===== src/inc/nbcpu_pkg.sv =====
package nbcpu_pkg;

	localparam int NBCPU_PC_W = 11;
	localparam int NBCPU_WORD_W = 9;
	localparam int NBCPU_STACK_DEPTH = 4;

	// Opcodes and decode masks, nine bits each.
	localparam logic [8:0] NBCPU_MASK_ALL = 9'h1ff;
	localparam logic [8:0] NBCPU_MASK_J = 9'h1fc;
	localparam logic [8:0] NBCPU_MASK_PAGE = 9'h1f0;
	localparam logic [8:0] NBCPU_OP_SKIP_RAM_BIT = 9'h020;
	localparam logic [8:0] NBCPU_OP_SKIP_PORT_FIRST = 9'h024;
	localparam logic [8:0] NBCPU_OP_SKIP_PORT_SECOND = 9'h02b;
	localparam logic [8:0] NBCPU_OP_LOAD_T1 = 9'h047;
	localparam logic [8:0] NBCPU_OP_LOAD_T2 = 9'h088;
	localparam logic [8:0] NBCPU_OP_LOAD_T2_HIGH = 9'h009;
	localparam logic [8:0] NBCPU_OP_RELOAD_T2 = 9'h053;
	localparam logic [8:0] NBCPU_OP_READ_T1 = 9'h057;
	localparam logic [8:0] NBCPU_OP_READ_T2 = 9'h040;
	localparam logic [8:0] NBCPU_OP_READ_PAIR = 9'h02a;
	localparam logic [8:0] NBCPU_OP_WRITE_PAIR = 9'h01a;
	localparam logic [8:0] NBCPU_OP_TABLE_LOOKUP = 9'h090;
	localparam logic [8:0] NBCPU_OP_MEM_TO_ACC = 9'h064;
	localparam logic [8:0] NBCPU_OP_LOAD_LOOKUP_HIGH = 9'h029;
	localparam logic [8:0] NBCPU_OP_LOAD_LOGIC_SEL = 9'h058;
	localparam logic [8:0] NBCPU_OP_LOAD_PULL_FIRST = 9'h08f;
	localparam logic [8:0] NBCPU_OP_LOAD_PULL_SECOND = 9'h08e;
	localparam logic [8:0] NBCPU_OP_LOAD_T1_CTRL = 9'h03f;
	localparam logic [8:0] NBCPU_OP_LOAD_T2_CTRL = 9'h05a;
	localparam logic [8:0] NBCPU_OP_SET_UPPER_REF = 9'h082;

	// Port-bit test is valid only for these index values.
	localparam logic [3:0] NBCPU_PORT_IDX_LO = 4'h4;
	localparam logic [3:0] NBCPU_PORT_IDX_HI = 4'h7;
	localparam int NBCPU_T1_RUN_BIT = 0;
	localparam int NBCPU_ROM_CARRY_BIT = 8;

	// Register word indices; byte address is four times the index.
	localparam logic [3:0] NBCPU_REG_ACC = 4'h0;
	localparam logic [3:0] NBCPU_REG_UPPER = 4'h1;
	localparam logic [3:0] NBCPU_REG_X = 4'h2;
	localparam logic [3:0] NBCPU_REG_Y = 4'h3;
	localparam logic [3:0] NBCPU_REG_CARRY = 4'h4;
	localparam logic [3:0] NBCPU_REG_PORT_D = 4'h5;
	localparam logic [3:0] NBCPU_REG_PAIR = 4'h6;
	localparam logic [3:0] NBCPU_REG_TIMER1 = 4'h7;
	localparam logic [3:0] NBCPU_REG_TIMER2 = 4'h8;
	localparam logic [3:0] NBCPU_REG_CTRL = 4'h9;
	localparam logic [3:0] NBCPU_REG_STATUS = 4'ha;

	typedef enum logic [1:0] {
		NBCPU_ST_IDLE,
		NBCPU_ST_PORT_SECOND,
		NBCPU_ST_LOOKUP_FETCH,
		NBCPU_ST_LOOKUP_RETURN
	} nbcpu_fsm_t;

	typedef struct packed {
		logic [3:0] pull_ctrl_second;
		logic [3:0] pull_ctrl_first;
		logic [1:0] logic_select_reg;
		logic [3:0] timer2_ctrl;
		logic [2:0] timer1_ctrl;
		logic upper_code_ref_flag;
	} nbcpu_ctrl_t;

	typedef struct packed {
		logic req;
		logic [NBCPU_PC_W-1:0] addr;
	} nbcpu_rom_req_t;

endpackage : nbcpu_pkg


===== src/design/nbcpu_exec.sv =====
// Overview of operation
// - Skip next when selected RAM bit zero.
// - Two-word test skips when port bit zero, for Y of four to seven only.
// - Stopped timer1 load sets count and reload.
// - Running timer1 load updates reload only.
// - Timer2 load sets count and low reload.
// - High reload load leaves count untouched.
// - Copy low reload into timer2 count.
// - Timer1 count goes to upper, accumulator.
// - Timer2 count goes to upper, accumulator.
// - Pair register goes to upper, accumulator.
// - Upper and accumulator load pair register.
// - Lookup loads both nibbles of program word.
// - With flag set, bit eight enters carry.
// - Lookup of three cycles or more, page plus pointer address.
// - Load accumulator from RAM, then XOR X.
// - Accumulator low three bits load pointer.
// - Accumulator low two bits select logic.
// - Accumulator loads each pull control register.
// - Accumulator low three bits load timer1 control.
// - Accumulator loads timer2 control register.
// - Set flag enabling bit-eight lookups.
//
// Register access over Avalon-MM and the register offsets are this design's own decisions.
`timescale 1ns/1ps
`default_nettype none

module nbcpu_exec (
	input wire logic clk,
	input wire logic rst,
	input wire logic instr_valid,
	output logic instr_ready,
	input wire logic [nbcpu_pkg::NBCPU_WORD_W-1:0] instr_word,
	output logic [5:0] ram_addr,
	input wire logic [3:0] ram_rdata,
	output nbcpu_pkg::nbcpu_rom_req_t rom_req,
	input wire logic rom_ack,
	input wire logic [nbcpu_pkg::NBCPU_WORD_W-1:0] rom_rdata,
	output nbcpu_pkg::nbcpu_ctrl_t ctrl,
	output logic [7:0] timer1_count,
	output logic [7:0] timer2_count,
	output logic [nbcpu_pkg::NBCPU_PC_W-1:0] pc,
	input wire logic [3:0] avs_address,
	input wire logic avs_read,
	input wire logic avs_write,
	input wire logic [31:0] avs_writedata,
	output logic [31:0] avs_readdata,
	output logic avs_waitrequest
);
	import nbcpu_pkg::*;

	typedef struct packed {
		nbcpu_fsm_t fsm;
		logic [3:0] acc;
		logic [3:0] upper;
		logic [1:0] x;
		logic [3:0] y;
		logic [2:0] lookup_high;
		logic [7:0] pair;
		logic carry_flag;
		logic [7:0] timer1;
		logic [7:0] timer1_reload;
		logic [7:0] timer2;
		logic [7:0] timer2_low_reload;
		logic [7:0] timer2_high_reload;
		nbcpu_ctrl_t ctrl;
		logic [7:0] port_d;
		logic skip;
		logic [NBCPU_PC_W-1:0] pc;
		nbcpu_rom_req_t rom;
		logic av_ack;
		logic [31:0] av_rdata;
	} nbcpu_state_t;

	nbcpu_state_t state;
	nbcpu_state_t next_state;

	logic stack_push;
	logic stack_pop;
	logic [NBCPU_PC_W-1:0] stack_top;
	logic [$clog2(NBCPU_STACK_DEPTH+1)-1:0] stack_level;
	logic bus_first;
	logic bus_land;

	function automatic logic op_is(input logic [8:0] word, input logic [8:0] code,
			input logic [8:0] mask);
		op_is = (word & mask) == code;
	endfunction : op_is

	function automatic logic [7:0] pair_of(input logic [3:0] hi, input logic [3:0] lo);
		pair_of = {hi, lo};
	endfunction : pair_of

	// Byte registers are split into the upper and accumulator nibbles by these two.
	function automatic logic [3:0] hi_nib(input logic [7:0] b);
		hi_nib = b[7:4];
	endfunction : hi_nib

	function automatic logic [3:0] lo_nib(input logic [7:0] b);
		lo_nib = b[3:0];
	endfunction : lo_nib

	// Indices outside the valid range never skip, whatever the port latch holds.
	function automatic logic port_skip(input logic [3:0] idx, input logic [7:0] latch);
		port_skip = (idx >= NBCPU_PORT_IDX_LO) && (idx <= NBCPU_PORT_IDX_HI)
			&& !latch[idx[2:0]];
	endfunction : port_skip

	nbcpu_stack #(
		.DEPTH(NBCPU_STACK_DEPTH),
		.WIDTH(NBCPU_PC_W)
	) u_stack (
		.clk(clk),
		.rst(rst),
		.push(stack_push),
		.pop(stack_pop),
		.push_data(state.pc),
		.top(stack_top),
		.level(stack_level)
	);

	// A word is taken on the edge where valid and ready are both high, and its effects show
	// in the next cycle. A lookup holds ready low until the program counter is back.
	// Bus writes hold off new instructions, but a lookup answered on the edge a write lands still loads upper and accumulator; a bus write to either wins.
	assign instr_ready = (state.fsm == NBCPU_ST_IDLE || state.fsm == NBCPU_ST_PORT_SECOND)
		&& !avs_write;
	assign ram_addr = {state.x, state.y};
	// The first cycle of a request loads the read data; a write lands one cycle later, on the
	// edge at which the master sees waitrequest low.
	assign bus_first = (avs_read || avs_write) && !state.av_ack;
	assign bus_land = avs_write && state.av_ack;
	assign avs_waitrequest = bus_first;
	assign avs_readdata = state.av_rdata;
	assign rom_req = state.rom;
	assign ctrl = state.ctrl;
	assign timer1_count = state.timer1;
	assign timer2_count = state.timer2;
	assign pc = state.pc;

	logic take;
	logic [1:0] bit_sel;
	logic [7:0] ab_pair;

	always_comb begin
		take = instr_valid && instr_ready;
		bit_sel = instr_word[1:0];
		ab_pair = pair_of(state.upper, state.acc);
		stack_push = 1'b0;
		stack_pop = 1'b0;
		next_state = state;
		if (take) begin
			next_state.pc = state.pc + NBCPU_PC_W'(1);
		end

		unique case (state.fsm)
			NBCPU_ST_IDLE: begin
				if (take && state.skip) begin
					next_state.skip = 1'b0;
				end else if (take) begin
					if (op_is(instr_word, NBCPU_OP_SKIP_RAM_BIT, NBCPU_MASK_J)) begin
						next_state.skip = !ram_rdata[bit_sel];
					end
					if (op_is(instr_word, NBCPU_OP_SKIP_PORT_FIRST, NBCPU_MASK_ALL)) begin
						next_state.fsm = NBCPU_ST_PORT_SECOND;
					end
					if (op_is(instr_word, NBCPU_OP_LOAD_T1, NBCPU_MASK_ALL)) begin
						next_state.timer1_reload = ab_pair;
						if (!state.ctrl.timer1_ctrl[NBCPU_T1_RUN_BIT]) begin
							next_state.timer1 = ab_pair;
						end
					end
					if (op_is(instr_word, NBCPU_OP_LOAD_T2, NBCPU_MASK_ALL)) begin
						next_state.timer2 = ab_pair;
						next_state.timer2_low_reload = ab_pair;
					end
					if (op_is(instr_word, NBCPU_OP_LOAD_T2_HIGH, NBCPU_MASK_ALL)) begin
						next_state.timer2_high_reload = ab_pair;
					end
					if (op_is(instr_word, NBCPU_OP_RELOAD_T2, NBCPU_MASK_ALL)) begin
						next_state.timer2 = state.timer2_low_reload;
					end
					if (op_is(instr_word, NBCPU_OP_READ_T1, NBCPU_MASK_ALL)) begin
						next_state.upper = hi_nib(state.timer1);
						next_state.acc = lo_nib(state.timer1);
					end
					if (op_is(instr_word, NBCPU_OP_READ_T2, NBCPU_MASK_ALL)) begin
						next_state.upper = hi_nib(state.timer2);
						next_state.acc = lo_nib(state.timer2);
					end
					if (op_is(instr_word, NBCPU_OP_READ_PAIR, NBCPU_MASK_ALL)) begin
						next_state.upper = hi_nib(state.pair);
						next_state.acc = lo_nib(state.pair);
					end
					if (op_is(instr_word, NBCPU_OP_WRITE_PAIR, NBCPU_MASK_ALL)) begin
						next_state.pair = ab_pair;
					end
					if (op_is(instr_word, NBCPU_OP_TABLE_LOOKUP, NBCPU_MASK_PAGE)) begin
						// The saved address is that of the lookup word itself.
						stack_push = 1'b1;
						next_state.rom.req = 1'b1;
						next_state.rom.addr = {instr_word[3:0], state.lookup_high,
							state.acc};
						next_state.fsm = NBCPU_ST_LOOKUP_FETCH;
					end
					if (op_is(instr_word, NBCPU_OP_MEM_TO_ACC, NBCPU_MASK_J)) begin
						next_state.acc = ram_rdata;
						next_state.x = state.x ^ bit_sel;
					end
					if (op_is(instr_word, NBCPU_OP_LOAD_LOOKUP_HIGH, NBCPU_MASK_ALL)) begin
						next_state.lookup_high = state.acc[2:0];
					end
					if (op_is(instr_word, NBCPU_OP_LOAD_LOGIC_SEL, NBCPU_MASK_ALL)) begin
						next_state.ctrl.logic_select_reg = state.acc[1:0];
					end
					if (op_is(instr_word, NBCPU_OP_LOAD_PULL_FIRST, NBCPU_MASK_ALL)) begin
						next_state.ctrl.pull_ctrl_first = state.acc;
					end
					if (op_is(instr_word, NBCPU_OP_LOAD_PULL_SECOND, NBCPU_MASK_ALL)) begin
						next_state.ctrl.pull_ctrl_second = state.acc;
					end
					if (op_is(instr_word, NBCPU_OP_LOAD_T1_CTRL, NBCPU_MASK_ALL)) begin
						next_state.ctrl.timer1_ctrl = state.acc[2:0];
					end
					if (op_is(instr_word, NBCPU_OP_LOAD_T2_CTRL, NBCPU_MASK_ALL)) begin
						next_state.ctrl.timer2_ctrl = state.acc;
					end
					if (op_is(instr_word, NBCPU_OP_SET_UPPER_REF, NBCPU_MASK_ALL)) begin
						next_state.ctrl.upper_code_ref_flag = 1'b1;
					end
				end
			end
			NBCPU_ST_PORT_SECOND: begin
				// The second word only completes the test; its content is not decoded.
				if (take) begin
					next_state.fsm = NBCPU_ST_IDLE;
					next_state.skip = port_skip(state.y, state.port_d);
				end
			end
			NBCPU_ST_LOOKUP_FETCH: begin
				// The program memory may take any number of cycles to answer.
				if (rom_ack) begin
					next_state.rom.req = 1'b0;
					next_state.upper = rom_rdata[7:4];
					next_state.acc = rom_rdata[3:0];
					if (state.ctrl.upper_code_ref_flag) begin
						next_state.carry_flag = rom_rdata[NBCPU_ROM_CARRY_BIT];
					end
					next_state.fsm = NBCPU_ST_LOOKUP_RETURN;
				end
			end
			NBCPU_ST_LOOKUP_RETURN: begin
				// Pop and restore share one cycle, so the stack level never lags the counter.
				stack_pop = 1'b1;
				next_state.pc = stack_top;
				next_state.fsm = NBCPU_ST_IDLE;
			end
		endcase

		// Bus slave: one wait cycle, then the answer; a write lands on the answering edge.
		// Register map by word index, narrow fields in the low bits and the rest zero:
		// 0 accumulator, 1 upper nibble, 2 X, 3 Y, 4 carry, 5 port D latch, all writable.
		// 6 pointer high bits over the pair register.
		// 7 timer 1 reload over its count.
		// 8 timer 2 high reload, low reload and count.
		// 9 the control registers as one word.
		// 10 status: state, stack level, skip and program counter.
		// Indices 6 to 10 are read-only so that software cannot bypass the instruction rules.
		// Unmapped indices read zero and ignore writes.
		next_state.av_ack = bus_first;
		if (bus_first) begin
			next_state.av_rdata = '0;
			unique case (avs_address)
				NBCPU_REG_ACC: next_state.av_rdata[3:0] = state.acc;
				NBCPU_REG_UPPER: next_state.av_rdata[3:0] = state.upper;
				NBCPU_REG_X: next_state.av_rdata[1:0] = state.x;
				NBCPU_REG_Y: next_state.av_rdata[3:0] = state.y;
				NBCPU_REG_CARRY: next_state.av_rdata[0] = state.carry_flag;
				NBCPU_REG_PORT_D: next_state.av_rdata[7:0] = state.port_d;
				NBCPU_REG_PAIR: next_state.av_rdata[10:0] = {state.lookup_high, state.pair};
				NBCPU_REG_TIMER1: next_state.av_rdata[15:0] = {state.timer1_reload,
					state.timer1};
				NBCPU_REG_TIMER2: next_state.av_rdata[23:0] = {state.timer2_high_reload,
					state.timer2_low_reload, state.timer2};
				NBCPU_REG_CTRL: next_state.av_rdata[17:0] = state.ctrl;
				NBCPU_REG_STATUS: next_state.av_rdata[16:0] = {state.fsm, stack_level,
					state.skip, state.pc};
				default: next_state.av_rdata = '0;
			endcase
		end
		if (bus_land) begin
			unique case (avs_address)
				NBCPU_REG_ACC: next_state.acc = avs_writedata[3:0];
				NBCPU_REG_UPPER: next_state.upper = avs_writedata[3:0];
				NBCPU_REG_X: next_state.x = avs_writedata[1:0];
				NBCPU_REG_Y: next_state.y = avs_writedata[3:0];
				NBCPU_REG_CARRY: next_state.carry_flag = avs_writedata[0];
				NBCPU_REG_PORT_D: next_state.port_d = avs_writedata[7:0];
				default: next_state.port_d = next_state.port_d;
			endcase
		end
	end

	always_ff @(posedge clk) begin
		if (rst) begin
			state <= '0;
		end else begin
			state <= next_state;
		end
	end

endmodule : nbcpu_exec

`default_nettype wire


===== src/design/nbcpu_stack.sv =====
`timescale 1ns/1ps
`default_nettype none

module nbcpu_stack #(
	parameter int DEPTH = 4,
	parameter int WIDTH = 11
) (
	input wire logic clk,
	input wire logic rst,
	input wire logic push,
	input wire logic pop,
	input wire logic [WIDTH-1:0] push_data,
	output logic [WIDTH-1:0] top,
	output logic [$clog2(DEPTH+1)-1:0] level
);
	localparam int LW = $clog2(DEPTH+1);

	typedef struct packed {
		logic [DEPTH-1:0][WIDTH-1:0] slots;
		logic [LW-1:0] level;
	} nbcpu_stack_state_t;

	nbcpu_stack_state_t state;
	nbcpu_stack_state_t next_state;

	// A push onto a full stack is dropped, as the hardware has no deeper slot.
	always_comb begin
		next_state = state;
		if (push && state.level < LW'(DEPTH)) begin
			next_state.slots[state.level[$clog2(DEPTH)-1:0]] = push_data;
			next_state.level = state.level + LW'(1);
		end else if (pop && state.level != '0) begin
			next_state.level = state.level - LW'(1);
		end
	end

	always_ff @(posedge clk) begin
		if (rst) begin
			state <= '0;
		end else begin
			state <= next_state;
		end
	end

	always_comb begin
		top = '0;
		if (state.level != '0) begin
			top = state.slots[LW'(state.level - LW'(1))];
		end
	end
	assign level = state.level;

endmodule : nbcpu_stack

`default_nettype wire


===== config.mk =====
export PLATFORM = sky130hd
export DESIGN_NAME = nbcpu_exec
export DESIGN_NICKNAME = d
export VERILOG_FILES = /design/src/inc/nbcpu_pkg.sv /design/src/design/nbcpu_exec.sv /design/src/design/nbcpu_stack.sv
export SDC_FILE = /design/constraint.sdc
export NUM_CORES = 1
export LEC_CHECK = 0
export BUFFER_PORTS_ARGS = -buffer_cell sky130_fd_sc_hd__buf_2
export CAP_MARGIN = 20
export CORE_MARGIN = 5
export CORE_UTILIZATION = 57
export DETAILED_ROUTE_END_ITERATION = 10
export PLACE_DENSITY = 0.78
export RECOVER_POWER = 50
export REMOVE_ABC_BUFFERS = 1
export SLEW_MARGIN = 10
export SYNTH_ARGS = -nofsm -noshare
export SYNTH_HDL_FRONTEND = slang
export SYNTH_HIERARCHICAL = 1
export SYNTH_SLANG_ARGS = --single-unit

===== constraint.sdc =====
create_clock -name clk -period 3.7 [get_ports clk]
set_input_delay 0.74 -clock clk [delete_from_list [all_inputs] [get_ports clk]]
set_output_delay 0.74 -clock clk [all_outputs]
set_load 0.03 [all_outputs]

==> reports/metrics.yaml <==
worst_setup_path:
  path_buf_inv: 2
  slowest_cell_on_the_critical_path: "sky130_fd_sc_hd__or3_1"
  crit_path_cell_trace: "nor3b_1 -> nand2_1 -> or3_1 -> inv_1 -> nand3b_1 -> buf_4 -> mux2i_1 -> nor2_1"
  timing_worst_setup_path_type: "reg2reg"
  path_delay_family: "simple AND/OR/NAND/NOR gates"
  worstPathMaxFanout: 17
  timing.critical_path.from_type: "flop"
  crit_end_category: "flop"
  slowest_delay_ns: 0.55
  crit_required_ns: 4.02
  timing.critical_path.arrival_ns: 3.40
floorplanning:
  coreArea_um2: 17400
  floorplan.rows: 48
  fp.dieArea_um2: 20700
  floorplan_die_height_um: 144
  die_w_um: 144
  initial_utilization: 0.585
  ios: 161
sta:
  final_setup_viols: 0
  clock.fmax_ghz: 0.325
  rsz0062_at_grt: "no"
  totalNegativeSetupSlack_ns: 0
  hold_viol_final: 0
  worst-slew-pin-transition_ns: 1.22
  timing.slew.headroom: 0.176
  period_minus_slack_ns: 3.08
  timing.final.crit_share: 0.832
  maxSlewViolCount: 0
  worst_hold_check_slack_ns: 0.469
  skew_ns: 0.0143
global_route:
  global_route.overflow_total: 0
  track_usage: 0.271
  via_count_of_the_first_global_routing_pass: 8060
  grt_antenna_before_repair: 0
  grt_first_pass_wirelength_um: 43800
  maximum_number_of_pins_on_one_net_before_global_route_repair: 98
final_layout:
  antennaDiodeCount: 0
  finish.net_count: 1184
  drive_above_1_share: 0.107
  post-route-util: 0.609
  fillCellCount: 1533
  area.growth.synth_to_final_pct: 4.00
  mostFrequentLayoutCell: "sky130_fd_sc_hd__nor2_1"
  final_cell_area_um2: 10600
  layout.cells.most_common_list: "sky130_fd_sc_hd__nor2_1 (205), sky130_fd_sc_hd__dfxtp_1 (190), sky130_fd_sc_hd__mux2i_1 (130)"
drt:
  drt-initial-drc-count: 924
  average_via_count_per_standard_cell: 6.21
  wire_per_inst_um: 20.6
  drtAntennaViolNets: 0
  wirelength_um: 27900
  num_vias: 8391
  drcViolationCount: 0
  drtPass1Iterations: 5
power:
  leakagePower_uw: 0.00416
  vdd_drop_max_mv: 0.392
  total_power_uw: 4360
  power_density_cells_nw_per_um2: 411
logic_synthesis:
  cell_count_after_synthesis: 1127
  synthesis.area_um2: 10200
  synthFlopType: "sky130_fd_sc_hd__dfxtp_1"
  synth.avg_cell_area_um2: 9.04
  share_of_async_settable_or_async_resettable_flops_after_synthesis: 0
  yosys_reg_bits: 190
  synthDistinctLibCells: 77
  synth.yosys.warnings: 6
  seq_area_frac_synth: 0.373
  netlist.area_leader.share: 0.373
  synth.largest_area_cell: "sky130_fd_sc_hd__dfxtp_1"
  synthTopCellsByArea: "sky130_fd_sc_hd__dfxtp_1 (37%), sky130_fd_sc_hd__mux2i_1 (13%), sky130_fd_sc_hd__buf_4 (7.7%)"
  synth_enable_flop_cells: 0
placed_design:
  gpl.final_weighted_congestion: 1.03
  dpl-instance-area_um2: 10200
  port-buffer-count: 128
  hpwl_um: 18900
clock_network:
  path_clk_slew_ns: 0.07
  tritoncts.num_buffers: 17
  cts-htree-levels: 4
  tritoncts: "built"
  ctsLongestPathBuffers: 2
  worstSkewPairLatency_ns: 0.45
  cts-root-buf: "sky130_fd_sc_hd__clkbuf_16"
  cts-hold-fix-buffers: 0
  cts-resized-gates: 0
  post_cts.repair.setup_buffers: 0
  clkSinkCount: 190
job:
  timing.max_cap.violations: 0
hold_path:
  worst_hold_path_type: "reg2reg"
outcome:
  outcome: "completed"
==> cells by family after synthesis <==
| logic type | count (synthesis) | synth area share |
|---|---|---|
| other cells | 1 | 0.000368 |
| mux | 154 | 0.170 |
| buf+inv | 195 | 0.113 |
| flops | 190 | 0.373 |
| compound gates | 199 | 0.141 |
| xor+xnor | 9 | 0.00774 |
| fa+ha+maj | 7 | 0.00859 |
| simple gates | 372 | 0.186 |
==> power by group <==
part           switching, uW  total (uW)  leakage [uW]  internal [uW]
clock                    837        1920      0.000291           1080
sequential              54.8        2120       0.00153           2060
combinational            223         322       0.00233           99.6
total                   1110        4360       0.00416           3240
==> area by class of cell <==
cell class	count	area (um2)	area share
repair buffers	145	667	0.0629
clock buffers	19	433	0.0408
flip-flops and latches	190	3800	0.359
clock inverters	13	174	0.0164
multi-input cells	749	5200	0.491
well taps	225	282	0.0266
inverters	10	37.5	0.00354
==> per-stage QoR <==
stage               cells  setup slack, ns
finish               1351            0.621
detailed placement   1319            0.620
global placement     1319            0.664
global route         1351            0.498
CTS                  1351            0.917
floorplan             949            0.466
==> state kept, by name, summed over array words and instances (netlist names), 11 cells and up <==
register       flops
state             48
pc                11
u_stack/state     44
ctrl              18
avs_readdata      24
rom_req           12
==> final timing paths <==
path	startpoint	to	slack, ns	cells after the start
hold reg to reg	rom_req[11]	rom_req[11]	0.47	2
setup reg to reg	state[150]	u_stack/state[28]	0.62	8
hold / removal	rom_req[11]	rom_req[11]	0.47	2
setup / recovery	state[150]	u_stack/state[28]	0.62	8
==> routing by layer <==
| metal | track usage | wire length [um] |
|---|---|---|
| met2 | 0.436 | 12900 |
| met3 | 0.0666 | 2490 |
| met4 | 0.0912 | 802 |
| met5 | 0 | 0 |
| met1 | 0.358 | 11700 |
==> worst min-delay path, stage by stage, from the launching register on <==
cell and delay, ns:
sky130_fd_sc_hd__dfxtp_1 0.32, sky130_fd_sc_hd__inv_1 0.05, sky130_fd_sc_hd__a211oi_1 0.05
==> synthesized netlist by cell type (7+ instances only) <==
master	n
sky130_fd_sc_hd__mux2i_1	130
sky130_fd_sc_hd__a311oi_1	8
sky130_fd_sc_hd__nand4_1	12
sky130_fd_sc_hd__mux2_2	11
sky130_fd_sc_hd__buf_4	104
sky130_fd_sc_hd__and2_1	13
sky130_fd_sc_hd__mux4_2	9
sky130_fd_sc_hd__or3_1	7
sky130_fd_sc_hd__a21oi_1	26
sky130_fd_sc_hd__nand2_1	40
sky130_fd_sc_hd__buf_2	16
sky130_fd_sc_hd__ha_1	7
sky130_fd_sc_hd__clkbuf_1	53
sky130_fd_sc_hd__inv_1	9
sky130_fd_sc_hd__dfxtp_1	190
sky130_fd_sc_hd__buf_1	9
sky130_fd_sc_hd__nor2b_1	13
sky130_fd_sc_hd__nand3_1	10
sky130_fd_sc_hd__nand3b_1	8
sky130_fd_sc_hd__a211oi_1	27
sky130_fd_sc_hd__a22oi_1	39
sky130_fd_sc_hd__o21ai_0	29
sky130_fd_sc_hd__nor3_1	8
sky130_fd_sc_hd__nor2_1	205
sky130_fd_sc_hd__nand2b_1	7
sky130_fd_sc_hd__a221oi_1	9
sky130_fd_sc_hd__a311o_1	9
Power figures use the tool's default switching activity.
